`config.mk`:
```
export PLATFORM = sky130hd
export DESIGN_NAME = tdmtx_slot_map
export DESIGN_NICKNAME = d
export VERILOG_FILES = /design/src/tdmtx_lane_match.v /design/src/tdmtx_slot_map.v
export VERILOG_INCLUDE_DIRS = /design/src /design/src/src
export SDC_FILE = /design/constraint.sdc
export NUM_CORES = 1
export LEC_CHECK = 0
export BUFFER_PORTS_ARGS = -buffer_cell sky130_fd_sc_hd__clkbuf_2
export CAP_MARGIN = 10
export CORE_MARGIN = 5
export CORE_UTILIZATION = 55
export CTS_BUF_LIST = sky130_fd_sc_hd__clkbuf_8
export DETAILED_ROUTE_END_ITERATION = 10
export PLACE_DENSITY = 0.91
export SYNTH_ARGS = -nofsm -noshare
export SYNTH_HDL_FRONTEND = slang
export SYNTH_SLANG_ARGS = --single-unit
```
`constraint.sdc`:
```
create_clock -name clk -period 3.5 [get_ports clk]
set_input_delay 0.35 -clock clk [delete_from_list [all_inputs] [get_ports clk]]
set_output_delay 0.35 -clock clk [all_outputs]
set_load 0.05 [all_outputs]
```
`src/tdmtx_consts.vh`:
```
// Constants of the transmit timeslot pointer block
`ifndef TDMTX_CONSTS_VH
`define TDMTX_CONSTS_VH

// Register byte addresses
`define TDMTX_OFS_MAP_LOW 16'ha810
`define TDMTX_OFS_MAP_HIGH 16'ha814
`define TDMTX_OFS_CHAN_COUNT 16'ha820
`define TDMTX_OFS_STATUS 16'ha824

// Pointer field layout: one 5-bit pointer in the low bits of each byte lane
`define TDMTX_PTR_W 5
`define TDMTX_LANE_STRIDE 8
`define TDMTX_LANE_CNT 4
`define TDMTX_PTR_RESET 5'h00

// Channel count field
`define TDMTX_CHAN_W 5
`define TDMTX_CHAN_RESET 5'h00

// Highway slot number width (twice the count plus one fits)
`define TDMTX_SLOT_W 6

// Status register fields
`define TDMTX_ST_SLOT_LSB 0
`define TDMTX_ST_HIGH_BIT 8
`define TDMTX_ST_HIT_BIT 9
`define TDMTX_ST_LANE_LSB 10
`define TDMTX_ST_FRAME_LSB 24

// Byte sent in a slot that no pointer claims
`define TDMTX_IDLE_BYTE 8'hff

`endif

```
`src/tdmtx_lane_match.v`:
```
// Lane search: which byte lane points at the current highway slot
`timescale 1ns/10ps
`include "tdmtx_consts.vh"

module tdmtx_lane_match (
    input wire [5:0] slot,
    input wire [5:0] base,
    input wire [5:0] limit,
    input wire [19:0] ptrs,
    output reg hit,
    output reg [1:0] lane
);

    reg [5:0] target;
    reg in_range;
    integer k;

    // Base added back to each pointer; lowest lane wins on a tie
    always @* begin
        target = 6'h00;
        hit = 1'b0;
        lane = 2'h0;
        in_range = (slot >= base) && (slot <= limit);
        for (k = `TDMTX_LANE_CNT - 1; k >= 0; k = k - 1) begin
            target = {1'b0, ptrs[k*`TDMTX_PTR_W +: `TDMTX_PTR_W]} + base;
            if (in_range && (target == slot)) begin
                hit = 1'b1;
                lane = k[1:0];
            end
        end
    end

endmodule // tdmtx_lane_match

```
`src/tdmtx_slot_map.v`:
```
// Transmit timeslot switch pointers with Avalon-MM register access
//
// Function
// - The low map register holds four 5-bit pointers at bits 4:0, 12:8, 20:16 and 28:24, one per byte lane of the low holding word.
// - The low holding word is only placed in slots 0 up to and including the channel count.
// - The high map register uses the same four pointer positions for the lanes of the high holding word.
// - The high holding word is only placed in slots from count plus one up to twice the count plus one.
// - High pointers are written as an offset from count plus one and the block adds that base back.
// - Every low pointer resets to zero and changes only by a software write.
// - Every high pointer resets to zero and changes only by a software write.
`timescale 1ns/10ps
`include "tdmtx_consts.vh"

module tdmtx_slot_map (
    input wire clk,
    input wire sys_rst,
    input wire [15:0] avs_address,
    input wire avs_read,
    input wire avs_write,
    input wire [31:0] avs_writedata,
    input wire [3:0] avs_byteenable,
    output reg [31:0] avs_readdata,
    output reg avs_waitrequest,
    input wire frame_start,
    input wire slot_tick,
    input wire [31:0] hold_word_low,
    input wire [31:0] hold_word_high,
    output reg [7:0] tx_byte,
    output reg tx_byte_valid,
    output reg tx_from_map,
    output reg tx_from_high
);

    // Bus handshake states, one-hot
    localparam BUS_IDLE = 2'b01;
    localparam BUS_ANSWER = 2'b10;

    reg [1:0] bus_state;
    reg [1:0] next_bus_state;

    // Pointer storage: only the 5 live bits of each lane exist
    reg [19:0] map_low;
    reg [19:0] map_high;
    reg [4:0] channel_count_field;

    // Highway progress
    reg [5:0] slot_cnt;
    reg [7:0] frame_cnt;
    reg last_high;
    reg last_hit;
    reg [1:0] last_lane;

    wire low_hit;
    wire [1:0] low_lane;
    wire high_hit;
    wire [1:0] high_lane;

    reg [5:0] cur_slot;
    reg [5:0] low_limit;
    reg [5:0] high_base;
    reg [5:0] high_limit;
    reg [31:0] read_value;
    reg [31:0] next_readdata;
    reg [19:0] next_map_low;
    reg [19:0] next_map_high;
    reg [4:0] next_channel_count;
    reg [7:0] next_tx_byte;
    reg next_from_map;
    reg next_from_high;
    reg [1:0] next_lane;

    // Pick one byte lane out of a holding word
    function [7:0] lane_byte;
        input [31:0] word;
        input [1:0] lane;
        begin
            case (lane)
                2'h0: lane_byte = word[7:0];
                2'h1: lane_byte = word[15:8];
                2'h2: lane_byte = word[23:16];
                default: lane_byte = word[31:24];
            endcase
        end
    endfunction

    // Merge the byte-enabled lanes of a write into a pointer set
    function [19:0] merge_ptrs;
        input [19:0] old_ptrs;
        input [31:0] wdata;
        input [3:0] ben;
        integer k;
        begin
            merge_ptrs = old_ptrs;
            for (k = 0; k < `TDMTX_LANE_CNT; k = k + 1) begin
                if (ben[k]) begin
                    merge_ptrs[k*`TDMTX_PTR_W +: `TDMTX_PTR_W] =
                        wdata[k*`TDMTX_LANE_STRIDE +: `TDMTX_PTR_W];
                end
            end
        end
    endfunction

    // Spread a pointer set back to lane positions; the read mux does not use it
    function [31:0] spread_ptrs;
        input [19:0] ptrs;
        integer k;
        begin
            spread_ptrs = 32'h00000000;
            for (k = 0; k < `TDMTX_LANE_CNT; k = k + 1) begin
                spread_ptrs[k*`TDMTX_LANE_STRIDE +: `TDMTX_PTR_W] =
                    ptrs[k*`TDMTX_PTR_W +: `TDMTX_PTR_W];
            end
        end
    endfunction

    // Slot windows derived from the channel count
    always @* begin
        low_limit = {1'b0, channel_count_field};
        high_base = {1'b0, channel_count_field} + 6'h01;
        high_limit = {channel_count_field, 1'b1};
        cur_slot = frame_start ? 6'h00 : slot_cnt;
    end

    // Low word search, base zero
    tdmtx_lane_match u_low_match (
        .slot(cur_slot),
        .base(6'h00),
        .limit(low_limit),
        .ptrs(map_low),
        .hit(low_hit),
        .lane(low_lane)
    );

    // High word search, pointers offset by count plus one
    tdmtx_lane_match u_high_match (
        .slot(cur_slot),
        .base(high_base),
        .limit(high_limit),
        .ptrs(map_high),
        .hit(high_hit),
        .lane(high_lane)
    );

    // Read mux; the pointer registers are write-only and read as zero
    always @* begin
        read_value = 32'h00000000;
        case (avs_address)
            `TDMTX_OFS_CHAN_COUNT: begin
                read_value[`TDMTX_CHAN_W-1:0] = channel_count_field;
            end
            `TDMTX_OFS_STATUS: begin
                read_value[`TDMTX_ST_SLOT_LSB +: `TDMTX_SLOT_W] = slot_cnt;
                read_value[`TDMTX_ST_HIGH_BIT] = last_high;
                read_value[`TDMTX_ST_HIT_BIT] = last_hit;
                read_value[`TDMTX_ST_LANE_LSB +: 2] = last_lane;
                read_value[`TDMTX_ST_FRAME_LSB +: 8] = frame_cnt;
            end
            default: begin
                read_value = 32'h00000000;
            end
        endcase
    end

    // Next handshake state
    always @* begin
        next_bus_state = bus_state;
        case (bus_state)
            BUS_IDLE: begin
                if (avs_read || avs_write) begin
                    next_bus_state = BUS_ANSWER;
                end
            end
            BUS_ANSWER: begin
                next_bus_state = BUS_IDLE;
            end
            default: begin
                next_bus_state = BUS_IDLE;
            end
        endcase
    end

    // Read data for the answer cycle; held one cycle past it, then cleared while no read is pending
    always @* begin
        if (bus_state == BUS_IDLE && avs_read) begin
            next_readdata = read_value;
        end else if (bus_state == BUS_ANSWER) begin
            next_readdata = avs_readdata;
        end else begin
            next_readdata = 32'h00000000;
        end
    end

    // One wait state per access; read data latched at the same edge that drops waitrequest
    always @(posedge clk) begin
        if (sys_rst) begin
            bus_state <= BUS_IDLE;
            avs_waitrequest <= 1'b1;
            avs_readdata <= 32'h00000000;
        end else begin
            bus_state <= next_bus_state;
            avs_waitrequest <= (next_bus_state != BUS_ANSWER);
            avs_readdata <= next_readdata;
        end
    end

    // Write decode; a write lands only at the edge that sees waitrequest low
    always @* begin
        next_map_low = map_low;
        next_map_high = map_high;
        next_channel_count = channel_count_field;
        if (bus_state == BUS_ANSWER && avs_write) begin
            case (avs_address)
                `TDMTX_OFS_MAP_LOW: begin
                    next_map_low = merge_ptrs(map_low, avs_writedata, avs_byteenable);
                end
                `TDMTX_OFS_MAP_HIGH: begin
                    next_map_high = merge_ptrs(map_high, avs_writedata, avs_byteenable);
                end
                `TDMTX_OFS_CHAN_COUNT: begin
                    if (avs_byteenable[0]) begin
                        next_channel_count = avs_writedata[`TDMTX_CHAN_W-1:0];
                    end
                end
                default: begin
                    // Unmapped or read-only: write dropped
                    next_channel_count = channel_count_field;
                end
            endcase
        end
    end

    // Pointer and count registers; nothing but a bus write moves them
    always @(posedge clk) begin
        if (sys_rst) begin
            map_low <= {4{`TDMTX_PTR_RESET}};
            map_high <= {4{`TDMTX_PTR_RESET}};
            channel_count_field <= `TDMTX_CHAN_RESET;
        end else begin
            map_low <= next_map_low;
            map_high <= next_map_high;
            channel_count_field <= next_channel_count;
        end
    end

    // Slot counter; a frame start marks its tick as slot 0
    always @(posedge clk) begin
        if (sys_rst) begin
            slot_cnt <= 6'h00;
            frame_cnt <= 8'h00;
        end else if (slot_tick) begin
            slot_cnt <= cur_slot + 6'h01; // Wraps at 64, never reached in use
            if (frame_start) begin
                frame_cnt <= frame_cnt + 8'h01;
            end
        end else if (frame_start) begin
            slot_cnt <= 6'h00;
        end
    end

    // Placement decision; low word has priority should both windows claim a slot
    always @* begin
        next_tx_byte = `TDMTX_IDLE_BYTE;
        next_from_map = 1'b0;
        next_from_high = 1'b0;
        next_lane = last_lane;
        if (low_hit) begin
            next_tx_byte = lane_byte(hold_word_low, low_lane);
            next_from_map = 1'b1;
            next_lane = low_lane;
        end else if (high_hit) begin
            next_tx_byte = lane_byte(hold_word_high, high_lane);
            next_from_map = 1'b1;
            next_from_high = 1'b1;
            next_lane = high_lane;
        end else begin
            // Unclaimed slot carries the idle pattern
            next_tx_byte = `TDMTX_IDLE_BYTE;
        end
    end

    // Output flops other than tx_byte_valid move only on a tick, so a byte stands until the next slot
    always @(posedge clk) begin
        if (sys_rst) begin
            tx_byte <= `TDMTX_IDLE_BYTE;
            tx_byte_valid <= 1'b0;
            tx_from_map <= 1'b0;
            tx_from_high <= 1'b0;
            last_high <= 1'b0;
            last_hit <= 1'b0;
            last_lane <= 2'h0;
        end else begin
            tx_byte_valid <= slot_tick;
            if (slot_tick) begin
                tx_byte <= next_tx_byte;
                tx_from_map <= next_from_map;
                tx_from_high <= next_from_high;
                last_lane <= next_lane;
                last_high <= next_from_high;
                last_hit <= next_from_map;
            end
        end
    end

endmodule // tdmtx_slot_map

```
=== Word-level counts from Yosys, hierarchy flattened ===
Index checks and enable logic that the tools add are counted.

* Register bits: 93
* Latch bits: 0
* Bits in writable memories: 0
* Bits in read-only memories: 0
* Input bits: 122
* Logic and storage cells: 112
* Memories: 0

* Add/subtract/negate cells: 7
* Multiply operators: 0
* Div/mod/pow operators: 0
* Magnitude comparators: 4
* Equality and inequality tests: 20
* Shift operators: 0
* Muxes and demuxes: 35
* Bitwise gates (word level): 0
* Reductions and logical operators: 27

{| class="wikitable"
|+ Operators with widths
! operator !! number
|-
| $eq 16x16->1 const B || 4
|-
| $mux 32 || 2
|-
| $pmux 8 s3 || 2
|-
| $reduce_and 3->1 || 9
|-
| $add 5x6->6 || 4
|-
| $eq 5x6->1 || 4
|-
| $eq 6x6->1 || 4
|-
| $mux 2 || 12
|-
| $mux 8 || 3
|-
| $logic_and 1x1->1 || 12
|-
| $mux 1 || 12
|-
| $mux 6 || 2
|-
| $pmux 5 s2 || 1
|-
| $add 8x1->8 const B || 1
|-
| $add 5x1->6 const B || 1
|-
| $add 6x1->6 const B || 1
|-
| $eq 2x1->1 const B || 3
|-
| $eq 2x2->1 const B || 3
|-
| $ge 6x1->1 const B || 1
|-
| $ge 6x6->1 || 1
|-
| $le 6x5->1 || 1
|-
| $le 6x6->1 || 1
|-
| $logic_not 2->1 || 2
|-
| $mux 4 || 1
|-
| 4 further kinds || 6
|}

=== Longest topological paths before layout ===
Gate-level depths: netlist (run 1).

* Depth after elaboration: 12
* Gate-level depth with buffers: 15
* Gate-level depth less buffers: 13

=== Cells and area by module ===
From an unflattened synthesis (run 1), not the netlist that was laid out.

* Cells, all modules: 794
* Area total of the unflattened synthesis: 7180.6 um^2

{| class="wikitable"
|+ By module, submodules not included
! module !! times used !! cells an instance !! area an instance (um^2)
|-
| tdmtx_slot_map || 1 || 472 || 4609.4
|-
| tdmtx_lane_match at u_low_match || 1 || 163 || 1306.3
|-
| tdmtx_lane_match at u_high_match || 1 || 159 || 1265.0
|}

=== Least setup slack after synthesis (run 1) ===
No wires, ideal clock.

* Path kind: reg2reg
* Start: register channel_count_field[0]
* End: register tx_byte[0]
* Setup time: 0.139 ns
* Data arrival time: 3.066 ns
* Required time: 3.361 ns
* Slack: 0.295 ns
* Stages on the path, launching flop included: 13
* Buffers on the path: 1
* Period minus slack after synthesis: 3.205 ns
* Path through: dfxtp_1 -> ha_1 -> inv_1 -> fa_1 -> nand2b_1 -> a21oi_1 -> xnor2_1 -> o21ai_0 -> or4_1 -> clkbuf_1 -> nor3b_1 -> a222oi_1 -> a31oi_1

* Longest elaborated chain between the ends: 12

{| class="wikitable"
|+ Ends and longest elaborated chain
! item !! RTL line !! source
|-
| start: declaration || tdmtx_slot_map.v:44 || <nowiki>reg [4:0] channel_count_field;</nowiki>
|-
| start signal: assignment || tdmtx_slot_map.v:237 || <nowiki>channel_count_field <= `TDMTX_CHAN_RESET;</nowiki>
|-
| start signal: assignment || tdmtx_slot_map.v:241 || <nowiki>channel_count_field <= next_channel_count;</nowiki>
|-
| $add 5x1->6 || tdmtx_slot_map.v:119 || <nowiki>high_base = {1'b0, channel_count_field} + 6'h01;</nowiki>
|-
| $add 5x6->6 or $ge 6x6->1 (tied branches) || tdmtx_lane_match.v:25, tdmtx_lane_match.v:23 ||
|-
| $eq 6x6->1 or $logic_and 1x1->1 (tied branches) || tdmtx_lane_match.v:26, tdmtx_lane_match.v:23 ||
|-
| $logic_and 1x1->1 || tdmtx_lane_match.v:26 || <nowiki>if (in_range && (target == slot)) begin</nowiki>
|-
| $mux 2 (4 in series) || tdmtx_lane_match.v:26 ||
|-
| $eq 2x2->1 (tied with other cells) || tdmtx_slot_map.v:77 || <nowiki>case (lane)</nowiki>
|-
| $pmux 8 s3 || tdmtx_slot_map.v:77 ||
|-
| $mux 8 || tdmtx_slot_map.v:270 || <nowiki>end else if (high_hit) begin</nowiki>
|-
| $mux 8 (*) || tdmtx_slot_map.v:266 || <nowiki>if (low_hit) begin</nowiki>
|-
| end signal: assignment || tdmtx_slot_map.v:284 || <nowiki>tx_byte <= `TDMTX_IDLE_BYTE;</nowiki>
|-
| end signal: assignment || tdmtx_slot_map.v:294 || <nowiki>tx_byte <= next_tx_byte;</nowiki>
|-
| end: declaration || tdmtx_slot_map.v:28 || <nowiki>output reg [7:0] tx_byte,</nowiki>
|}

Every way passes the cells marked *; elsewhere a longest branch is shown, timed or not.
A chain may end at the register's enable or synchronous reset.

=== Final worst setup path (run 1) ===
* Start: register slot_cnt[2]
* End: register tx_byte[4]

* Longest elaborated chain between the ends: 12

{| class="wikitable"
|+ Ends and longest elaborated chain
! item !! RTL line !! source
|-
| start: declaration || tdmtx_slot_map.v:47 || <nowiki>reg [5:0] slot_cnt;</nowiki>
|-
| start signal: assignment || tdmtx_slot_map.v:251 || <nowiki>slot_cnt <= cur_slot + 6'h01;</nowiki>
|-
| $mux 6 (*) || -- ||
|-
| $ge 6x6->1 or $le 6x6->1 (tied branches) || tdmtx_lane_match.v:23 || <nowiki>in_range = (slot >= base) && (slot <= limit);</nowiki>
|-
| $logic_and 1x1->1 || tdmtx_lane_match.v:23 ||
|-
| $logic_and 1x1->1 || tdmtx_lane_match.v:26 ||
|-
| $mux 2 (4 in series) || tdmtx_lane_match.v:26 ||
|-
| $eq 2x2->1 (tied with other cells) || tdmtx_slot_map.v:77 ||
|-
| $pmux 8 s3 || tdmtx_slot_map.v:77 ||
|-
| $mux 8 || tdmtx_slot_map.v:270 ||
|-
| $mux 8 (*) || tdmtx_slot_map.v:266 ||
|}

Marks and branches as above.

==> results of run 1 <==
-- kinds of logic (layout without fill, tap and decap cells) --
group / after synthesis / in the layout / synth area share
compound gates: 148 / 148 / 0.174
flops: 93 / 93 / 0.311
mux: 54 / 54 / 0.0902
fa+ha+maj: 43 / 43 / 0.0948
xor+xnor: 53 / 53 / 0.0787
simple gates: 237 / 237 / 0.190
other cells: 1 / 14 / 0.000626
buf+inv: 71 / 220 / 0.0604
-- where the power goes --
| group | leakage (nW) | switching (mW) | internal (mW) | total (mW) |
|---|---|---|---|---|
| Clock | 0.102 | 0.450 | 0.284 | 0.734 |
| Combinational | 2.24 | 0.201 | 0.114 | 0.315 |
| Sequential | 0.753 | 0.0110 | 1.07 | 1.09 |
-- final timing paths --
path / start / to / slack (ns) / cells past startpoint
setup / recovery: slot_cnt[2]$_SDFF_PP0_ / tx_byte[4]$_SDFFE_PP1P_ / 0.01 / 9
hold / removal: avs_read / avs_waitrequest$_SDFF_PP1_ / 0.17 / 2
setup reg to reg: slot_cnt[2]$_SDFF_PP0_ / tx_byte[4]$_SDFFE_PP1P_ / 0.01 / 9
hold reg to reg: last_lane[0]$_SDFFE_PP0P_ / last_lane[0]$_SDFFE_PP0P_ / 0.49 / 2
-- state kept, by name, summed over array words and instances (netlist names) --
name and flops:
bus_state 2, last_lane 2, last_high 1, slot_cnt 6
tx_byte 8, map_low 20, channel_count_field 5, map_high 20
avs_readdata 18, avs_waitrequest 1, tx_byte_valid 1, frame_cnt 8
last_hit 1
-- routing by layer --
layer  share of wire  track usage
met2            0.47        0.440
met4           0.041        0.139
met1            0.38        0.320
met5               0            0
met3            0.10       0.0497
-- final cells by class --
cell class,instances,share of cell area
multi-input combinational,549,0.537
sequential,93,0.260
timing repair buffer,176,0.136
tap,140,0.0245
clock buffer,9,0.0173
inverter,28,0.0149
clock inverter,7,0.00996
-- cell usage after synthesis, types with 10 or more instances --
master    count
a31oi_1      13
a21o_1       11
clkbuf_1     15
a22oi_1      18
xor2_1       17
nand2b_1     10
mux2i_1      54
nand3_1      19
o21ai_0      15
dfxtp_1      93
nor2_1      116
ha_1         39
a21oi_1      35
xnor2_1      35
nand2_1      38
inv_1        25
buf_4        21
-- metrics by stage --
stage | util | setup TNS [ns]
finish | 0.666 | 0
floorplan | - | 0
detailed placement | 0.645 | 0
global placement | 0.645 | 0
global route | 0.666 | -0.149
CTS | 0.663 | 0
==> impl_metrics.env, run 1 <==
export IMPL_power_density_mw_per_mm2=298
export IMPL_setup_viol=0
export IMPL_arrival_ns=3.80
export IMPL_fin_total_pwr_mw=2.13
export IMPL_ys_ff_latch=93
export IMPL_synthToLayoutAreaGrowth_pct=19.5
export IMPL_fin_crit_ns=3.49
export IMPL_crit_slowest_cell="nor3b_1"
export IMPL_syn_area_per_cell_sq_um=8.56
export IMPL_place_area_sq_mm=0.00693
export IMPL_finalWeightedCongestion=0.957
export IMPL_cts_tree="yes"
export IMPL_cts_root_buf="clkbuf_8"
export IMPL_async_flop_share=0
export IMPL_fin_skew_ns=0.0139
export IMPL_cts_num_sinks=93
export IMPL_fin_ws_ns=0.0147
export IMPL_post_cts_resized=0
export IMPL_viasPerCell=5.96
export IMPL_clkSlewWorstSetupHoldPaths_ns=0.11
export IMPL_fp_row_count=38
export IMPL_initial_core_util=0.558
export IMPL_timing_hold_violations_final=0
export IMPL_cp_top_family="compound AO/OA/AOI/OAI gates"
export IMPL_dieArea_sq_mm=0.0131
export IMPL_cap_violations=0
export IMPL_critPathCaptureType="flip-flop"
export IMPL_synth_main_ff_cell="dfxtp_1"
export IMPL_synth_distinct_cells=69
export IMPL_drt_initial_drc_count=706
export IMPL_grt_max_degree=84
export IMPL_drive_gt1_frac=0.247
export IMPL_hold_worst_slack_ns=0.173
export IMPL_synth_edf_count=0
export IMPL_critPathLaunchType="flip-flop"
export IMPL_status="finished, final reports clean"
export IMPL_dp_cells=986
export IMPL_mostFrequentLayoutCell="clkbuf_2"
export IMPL_drc=0
export IMPL_place_hpwl_mm=13.3
export IMPL_relSlewSlack=0.320
export IMPL_postCtsSetupBuffers=0
export IMPL_pre_cts_slack_ns=0.109
export IMPL_drv_slew=0
export IMPL_diodes=0
export IMPL_ff_latch_area_sq_mm=0.00186
export IMPL_wl_per_cell_microns=17.9
export IMPL_cts_buffer_depth=2
export IMPL_worstPathCellList="o21ba_2 > o32ai_1 > o2111ai_1 > nand3_1 > buf_4 > nor3b_1 > a221o_1 > o22ai_1 > a31oi_1"
export IMPL_fp_dieW_microns=114
export IMPL_cts_inserted_buffers=9
export IMPL_worst_slew_pin_slew_ns=1.02
export IMPL_fin_nets=1022
export IMPL_drtAntennaViolNets=0
export IMPL_synth_top_area_share=0.311
export IMPL_holdCritPathClass="input pin to flip-flop"
export IMPL_num_io_pins=166
export IMPL_ys_seq_area_frac=0.311
export IMPL_cts_max_level=3
export IMPL_ys_top_cells_by_area="dfxtp_1 (31%), mux2i_1 (9.0%), ha_1 (8.1%)"
export IMPL_worst_path_largest_cell_delay_ns=0.83
export IMPL_die_h_microns=114
export IMPL_clk_latency_ns=0.39
export IMPL_max_freq_mhz=287
export IMPL_critPathKind="flip-flop to flip-flop"
export IMPL_overflow=0
export IMPL_synth_largest_area_cell="dfxtp_1"
export IMPL_worst_path_buf_inv=1
export IMPL_multiInputGateArea_sq_mm=0.00385
export IMPL_ir_drop_mv=0.187
export IMPL_port_buffers=139
export IMPL_core_sq_mm=0.0107
export IMPL_cellLeakagePower_nw=3.10
export IMPL_path_max_fanout=13
export IMPL_synthCells=700
export IMPL_grt_pass1_wl_mm=27.4
export IMPL_track_usage=0.263
export IMPL_wl_mm=17.9
export IMPL_cts_hold_buf=0
export IMPL_antenna_found_initial=0
export IMPL_fin_crit_sh=0.996
export IMPL_nFillCells=829
export IMPL_stdcell_count=1002
export IMPL_firstDrtPassIters=7
export IMPL_grt_pass1_vias=5802
export IMPL_vias=5969
export IMPL_yosysWarnings=0
export IMPL_most_common_layout_cells="clkbuf_2 (139), nor2_1 (116), dfxtp_1 (92), mux2i_1 (54)"
export IMPL_postLayoutCellArea_sq_mm=0.00716
export IMPL_cp_required_ns=3.82
export IMPL_synth_area_sq_mm=0.00599
(Power assumes the default switching activity.)
==> run 2, diff against run 1 <==
--- a/config.mk
+++ b/config.mk
@@ -8,7 +8,6 @@
 export LEC_CHECK = 0
 export BUFFER_PORTS_ARGS = -buffer_cell sky130_fd_sc_hd__clkbuf_2
 export CAP_MARGIN = 10
-export CORE_MARGIN = 5
 export CORE_UTILIZATION = 55
 export CTS_BUF_LIST = sky130_fd_sc_hd__clkbuf_8
 export DETAILED_ROUTE_END_ITERATION = 10
==> run 2 against run 1 <==
Maximum frequency increased by 2.7%. Highest routed layer unchanged. Clock skew increased by 0.0031 ns. Clock power increased by 7.1%. Non-clock buffer count decreased by 4. Die area decreased by 14%. Sequential cell count unchanged. Critical path depth increased by 3. Hold slack improved by 0.032 ns.
==> impl_metrics.env, run 2 (same netlist as run 1, synthesis figures left out) <==
export IMPL_clk_latency_ns=0.37
export IMPL_min_to="tx_byte[2]$_SDFFE_PP1P_"
export IMPL_wl_per_cell_microns=17.3
export IMPL_drive_gt1_frac=0.240
export IMPL_overflow=0
export IMPL_fp_dieW_microns=106
export IMPL_relSlewSlack=0.275
export IMPL_cts_max_level=3
export IMPL_grt_max_degree=78
export IMPL_fin_skew_ns=0.0169
export IMPL_finalWeightedCongestion=0.931
export IMPL_viasPerCell=5.96
export IMPL_cp_top_family="simple AND/OR/NAND/NOR gates"
export IMPL_fin_nets=1018
export IMPL_initial_core_util=0.573
export IMPL_cts_tree="yes"
export IMPL_firstDrtPassIters=6
export IMPL_tns_ns=0
export IMPL_wl_met3_mm=1.50
export IMPL_cts_buffer_depth=2
export IMPL_ir_drop_mv=0.169
export IMPL_dr_wl_met2_mm=8.27
export IMPL_diodes=0
export IMPL_cellLeakagePower_nw=3.08
export IMPL_fp_row_count=37
export IMPL_setup_viol=0
export IMPL_drc=0
export IMPL_hp_start="hold_word_high[26]"
export IMPL_place_hpwl_mm=12.9
export IMPL_arrival_ns=3.65
export IMPL_reg2reg_to="tx_byte[4]$_SDFFE_PP1P_"
export IMPL_hold_worst_slack_ns=0.205
export IMPL_max_freq_mhz=295
export IMPL_worst_path_largest_cell_delay_ns=0.57
export IMPL_holdCritPathClass="input pin to flip-flop"
export IMPL_drt_initial_drc_count=581
export IMPL_critPathKind="flip-flop to flip-flop"
export IMPL_power_density_mw_per_mm2=306
export IMPL_cap_violations=0
export IMPL_grt_pass1_vias=5641
export IMPL_largestRegisters="map_high: 20 flops, map_low: 20 flops, avs_readdata: 18 flops"
export IMPL_cts_root_buf="clkbuf_8"
export IMPL_postCtsSetupBuffers=0
export IMPL_fin_crit_sh=0.970
export IMPL_cts_num_sinks=93
export IMPL_port_buffers=139
export IMPL_timing_hold_violations_final=0
export IMPL_dr_max_layer_used="met4"
export IMPL_r2r_start="channel_count_field[1]$_SDFFE_PP0P_"
export IMPL_critPathLaunchType="flip-flop"
export IMPL_cp_required_ns=3.76
export IMPL_crit_slowest_cell="or4_1"
export IMPL_clkSlewWorstSetupHoldPaths_ns=0.11
export IMPL_status="finished, final reports clean"
export IMPL_track_usage=0.300
export IMPL_vias=5928
export IMPL_worst_path_buf_inv=2
export IMPL_grt_pass1_wl_mm=27.1
export IMPL_dieArea_sq_mm=0.0113
export IMPL_regToRegSetupSlack_ns=0.11
export IMPL_num_io_pins=166
export IMPL_rsz0062_at_grt="false"
export IMPL_path_max_fanout=7
export IMPL_worst_slew_pin_slew_ns=1.09
export IMPL_worstPathCellList="ha_1 > inv_1 > fa_1 > nand2b_1 > a21oi_1 > xnor2_1 > o21ai_0 > or4_1 > nor3b_1 > buf_4 > a222oi_1 > a31oi_1"
export IMPL_wl_mm=17.2
export IMPL_core_sq_mm=0.0105
export IMPL_fin_crit_ns=3.39
export IMPL_critPathCaptureType="flip-flop"
export IMPL_drtAntennaViolNets=0
export IMPL_post_route_util=0.681
export IMPL_synthToLayoutAreaGrowth_pct=18.9
export IMPL_mostFrequentLayoutCell="clkbuf_2"
export IMPL_met1_length_mm=7.00
export IMPL_fin_total_pwr_mw=2.18
export IMPL_cts_inserted_buffers=9
export IMPL_die_h_microns=106
export IMPL_most_common_layout_cells="clkbuf_2 (139), nor2_1 (116), dfxtp_1 (93), mux2i_1 (54), ha_1 (39)"
export IMPL_hold_path_depth=3
export IMPL_worstRegToRegCells=12
export IMPL_drv_slew=0
export IMPL_antenna_found_initial=0
-- run 2: changes by cell type in the layout (fill, tap and decap cells not counted), sizes merged --
cell / previous run / this run
buf: 37 / 33
inv: 32 / 30
clkinvlp: 0 / 1
bufinv: 0 / 1
-- run 2: stage by stage --
stage          instances  worst slack, ns  cell area, sq um
2_1_floorplan        713            0.295              6040
3_3_place_gp         978            0.177              6910
3_5_place_dp         978           0.0908              6910
4_1_cts              994            0.126              7120
5_1_grt              994           0.0126              7130
6_report             994            0.105              7130
-- run 2: routing by layer --
| metal | vias up | global-route usage |
|---|---|---|
| met2 | 319 | 0.502 |
| met5 | - | 0 |
| met1 | 2779 | 0.382 |
| met3 | 41 | 0.0497 |
| li1 | 2789 | - |
| met4 | 0 | 0.123 |
-- run 2: worst reg2reg max path: cells and delay by family, from the launching register on --
family / cells / cell delay, ns
DFF: 1 / 0.36
xor gates and xnor gates: 1 / 0.15
buffers and inverters: 2 / 0.26
adders and majority gates: 2 / 0.75
AOI/OAI and AO/OA: 4 / 0.85
and+or+nand+nor: 3 / 0.92
-- run 2: report_power, final --
group          switching, mW  internal, mW
Sequential           0.00970          1.07
Clock                  0.439         0.347
Combinational          0.200         0.112
Total                  0.649          1.53
-- run 2: worst max path at each step --
stage                                   startpoint                       to  slack, ns  cells after the start
6_report       channel_count_field[1]$_SDFFE_PP0P_  tx_byte[4]$_SDFFE_PP1P_       0.11                     12
5_1_grt        channel_count_field[1]$_SDFFE_PP0P_  tx_byte[4]$_SDFFE_PP1P_       0.01                     12
4_1_cts        channel_count_field[1]$_SDFFE_PP0P_  tx_byte[4]$_SDFFE_PP1P_       0.13                     12
3_5_place_dp                           frame_start  tx_byte[0]$_SDFFE_PP1P_       0.09                     13
3_3_place_gp                           frame_start  tx_byte[4]$_SDFFE_PP1P_       0.18                     15
2_1_floorplan  channel_count_field[0]$_SDFFE_PP0P_  tx_byte[0]$_SDFFE_PP1P_       0.30                     12
-- run 2: repair_timing --
item,4_1_cts,5_1_grt
hold buffers,0,0
setup endpoints to repair,0,7
gates resized for setup,0,1
-- run 2: area by class of cell --
| type | instances | area (sq um) |
|---|---|---|
| Timing Repair Buffer | 172 | 956 |
| Fill cell | 831 | 3340 |
| Sequential cell | 93 | 1860 |
| Clock buffer | 9 | 124 |
| Multi-Input combinational cell | 549 | 3820 |
| Clock inverter | 7 | 86.3 |
| Inverter | 28 | 106 |
| Tap cell | 136 | 170 |
==> run 3, diff against run 2 <==
--- a/config.mk
+++ b/config.mk
@@ -6,12 +6,13 @@
 export SDC_FILE = /design/constraint.sdc
 export NUM_CORES = 1
 export LEC_CHECK = 0
+export ABC_AREA = 1
 export BUFFER_PORTS_ARGS = -buffer_cell sky130_fd_sc_hd__clkbuf_2
 export CAP_MARGIN = 10
 export CORE_UTILIZATION = 55
 export CTS_BUF_LIST = sky130_fd_sc_hd__clkbuf_8
 export DETAILED_ROUTE_END_ITERATION = 10
-export PLACE_DENSITY = 0.91
+export PLACE_DENSITY = 0.9
 export SYNTH_ARGS = -nofsm -noshare
 export SYNTH_HDL_FRONTEND = slang
 export SYNTH_SLANG_ARGS = --single-unit
==> run 3 against run 2 <==
Core utilization is 2.9 points lower. Sequential power about the same. Global-route usage decreased by 0.58 points. Largest cell class unchanged. Largest power group unchanged. Highest routed layer unchanged.
==> impl_metrics.env, run 3 <==
export IMPL_grt_max_degree=41
export IMPL_drtAntennaViolNets=0
export IMPL_vias=7435
export IMPL_synth_common_cells="nand2_1 (312), inv_1 (147), nor2_1 (104)"
export IMPL_synth_area_sq_mm=0.00690
export IMPL_port_buffers=139
export IMPL_core_sq_mm=0.0121
export IMPL_dieArea_sq_mm=0.0130
export IMPL_gr_usage_met2=0.498
export IMPL_status="finished, final reports clean"
export IMPL_synth_most_common_cell="nand2_1"
export IMPL_postLayoutCellArea_sq_mm=0.00790
export IMPL_place_hpwl_mm=14.5
export IMPL_synthCells=1100
export IMPL_path_max_fanout=7
export IMPL_syn_area_per_cell_sq_um=6.27
export IMPL_largestRegisters="map_high: 20 flops, map_low: 20 flops, avs_readdata: 18 flops"
export IMPL_max_freq_mhz=322
export IMPL_critPathCaptureType="flip-flop"
export IMPL_holdCritPathClass="input pin to flip-flop"
export IMPL_cts_tree="yes"
export IMPL_cts_root_buf="clkbuf_8"
export IMPL_track_usage=0.294
export IMPL_num_io_pins=166
export IMPL_nFillCells=1106
export IMPL_fin_nets=1400
export IMPL_firstDrtPassIters=5
export IMPL_crit_slowest_cell="dfxtp_1"
export IMPL_power_switching_uw=713
export IMPL_rsz0062_at_grt="false"
export IMPL_hold_worst_slack_ns=0.263
export IMPL_met3_usage=0.0558
export IMPL_use_met1=0.367
export IMPL_cts_num_sinks=93
export IMPL_post_route_util=0.652
export IMPL_yosysWarnings=0
export IMPL_drt_initial_drc_count=505
export IMPL_worstPathCellList="ha_2 > nand3_1 > xor2_1 > inv_1 > ha_1 > nand2_1 > inv_1 > nand2_1 > nand2_1 > nor2_1 > nand2_1 > nand2_1 > nor2_1 > nand2_1 > nand2_1 > nand3_2 > o21ai_0 > nand2_1 > a21oi_1"
export IMPL_multiInputGateArea_sq_mm=0.00426
export IMPL_relSlewSlack=0.366
export IMPL_cp_required_ns=3.82
export IMPL_worst_slew_pin_slew_ns=0.950
export IMPL_cellLeakagePower_nw=4.07
export IMPL_cpMostUsedCell="nand2_1"
export IMPL_finalWeightedCongestion=0.929
export IMPL_p_int_mw=1.56
export IMPL_drc=0
export IMPL_worst_path_largest_cell_delay_ns=0.46
export IMPL_critPathLaunchType="flip-flop"
export IMPL_synth_largest_area_cell="dfxtp_1"
export IMPL_ys_ff_latch=93
export IMPL_clkSlewWorstSetupHoldPaths_ns=0.10
export IMPL_wl_per_cell_microns=13.4
export IMPL_ff_latch_area_sq_mm=0.00186
export IMPL_die_h_microns=114
export IMPL_arrival_ns=3.42
export IMPL_clk_latency_ns=0.38
export IMPL_fin_skew_ns=0.0170
export IMPL_ys_seq_area_frac=0.270
export IMPL_fin_crit_sh=0.887
export IMPL_initial_core_util=0.570
export IMPL_tns_ns=0
export IMPL_timing_hold_violations_final=0
export IMPL_grt_pass1_wl_mm=30.6
export IMPL_cts_inserted_buffers=9
export IMPL_drv_slew=0
export IMPL_setup_viol=0
export IMPL_cts_buffer_depth=2
export IMPL_power_density_mw_per_mm2=288
export IMPL_viasPerCell=5.28
export IMPL_fin_total_pwr_mw=2.27
export IMPL_place_area_sq_mm=0.00769
export IMPL_synth_edf_count=0
export IMPL_fp_row_count=40
export IMPL_ys_top_cells_by_area="dfxtp_1 (27%), nand2_1 (17%), inv_1 (8.0%)"
export IMPL_cap_violations=0
export IMPL_async_flop_share=0
export IMPL_regToRegSetupSlack_ns=0.40
export IMPL_drive_gt1_frac=0.179
export IMPL_clkPwrFrac=0.341
export IMPL_grt_pass1_vias=6666
export IMPL_synth_distinct_cells=45
export IMPL_cts_max_level=3
export IMPL_wl_mm=18.9
export IMPL_power_share_sequential=0.479
export IMPL_most_common_layout_cells="nand2_1 (312), inv_1 (147), clkbuf_2 (139), nor2_1 (104), a21oi_1 (94)"
export IMPL_swShare=0.314
export IMPL_gr_max_usage_layer="met2"
export IMPL_antenna_found_initial=0
export IMPL_power_frac_comb=0.180
export IMPL_diodes=0
export IMPL_synth_main_ff_cell="dfxtp_1"
export IMPL_synthToLayoutAreaGrowth_pct=14.4
export IMPL_ir_drop_mv=0.260
export IMPL_critPathKind="flip-flop to flip-flop"
export IMPL_fp_dieW_microns=114
export IMPL_fin_crit_ns=3.10
export IMPL_synth_top_area_share=0.270
export IMPL_cts_hold_buf=0
export IMPL_mostFrequentLayoutCell="nand2_1"
export IMPL_overflow=0
run 3: power groups by stage:
stage               sequential, mW  combinational [mW]  clock, mW
floorplan                     1.15               0.250          0
CTS                           1.09               0.407      0.773
global placement              1.11               0.396          0
global route                  1.09               0.451      0.824
finish                        1.09               0.410      0.775
detailed placement            1.11               0.404          0
run 3: what timing repair did:
action                                 in CTS  in global routing
setup buffers                               0                  0
setup endpoints to repair                   0                  2
resized for setup                           0                  1
endpoints found under the hold margin       0                  0
run 3: final timing paths:
check / startpoint / end / depth (start not counted)
worst max-delay path: channel_count_field[0]$_SDFFE_PP0P_ / last_lane[1]$_SDFFE_PP0P_ / 19
worst min-delay path: avs_writedata[26] / map_high[17]$_SDFFE_PP0P_ / 3
worst max register to register: channel_count_field[0]$_SDFFE_PP0P_ / last_lane[1]$_SDFFE_PP0P_ / 19
worst min register to register: map_high[15]$_SDFFE_PP0P_ / map_high[15]$_SDFFE_PP0P_ / 2
run 3: area by class of cell:
type,count,share of cell area
clock buffers,10,0.0174
clock inverters,6,0.00871
inverters,158,0.0770
multi-input cells,826,0.539
flip-flops and latches,93,0.236
well taps,168,0.0266
repair buffers,147,0.0957
run 3: kinds of logic (layout without fill, tap and decap cells):
| group | after synthesis | count (layout) | share of synthesized area |
|---|---|---|---|
| AND/OR/NAND/NOR | 592 | 592 | 0.386 |
| buffers and inverters | 194 | 321 | 0.121 |
| AO/OA/AOI/OAI | 167 | 167 | 0.128 |
| flip-flops | 93 | 93 | 0.270 |
| adder cells (fa/ha/maj) | 43 | 43 | 0.0823 |
| XOR/XNOR | 10 | 10 | 0.0127 |
| other | 1 | 14 | 0.000543 |
run 3: critical path, delay by kind of cell, from the launching register on:
family	cells	cell delay, ns
AND/OR/NAND/NOR	12	1.09
flip-flops	1	0.46
buffers and inverters	2	0.24
AO/OA/AOI/OAI	2	0.40
adder cells (fa/ha/maj)	2	0.63
XOR/XNOR	1	0.25
run 3: per-stage QoR:
stage          setup WS, ns  std cells
2_1_floorplan         0.832       1113
3_3_place_gp          0.484       1392
3_5_place_dp          0.435       1392
4_1_cts               0.373       1408
5_1_grt              0.0267       1408
6_report              0.395       1408
run 3: metal layers:
layer	vias up	part of all wire
met2	298	0.47
met1	3317	0.42
met5	-	0
met3	50	0.078
met4	0	0.030
li1	3770	-
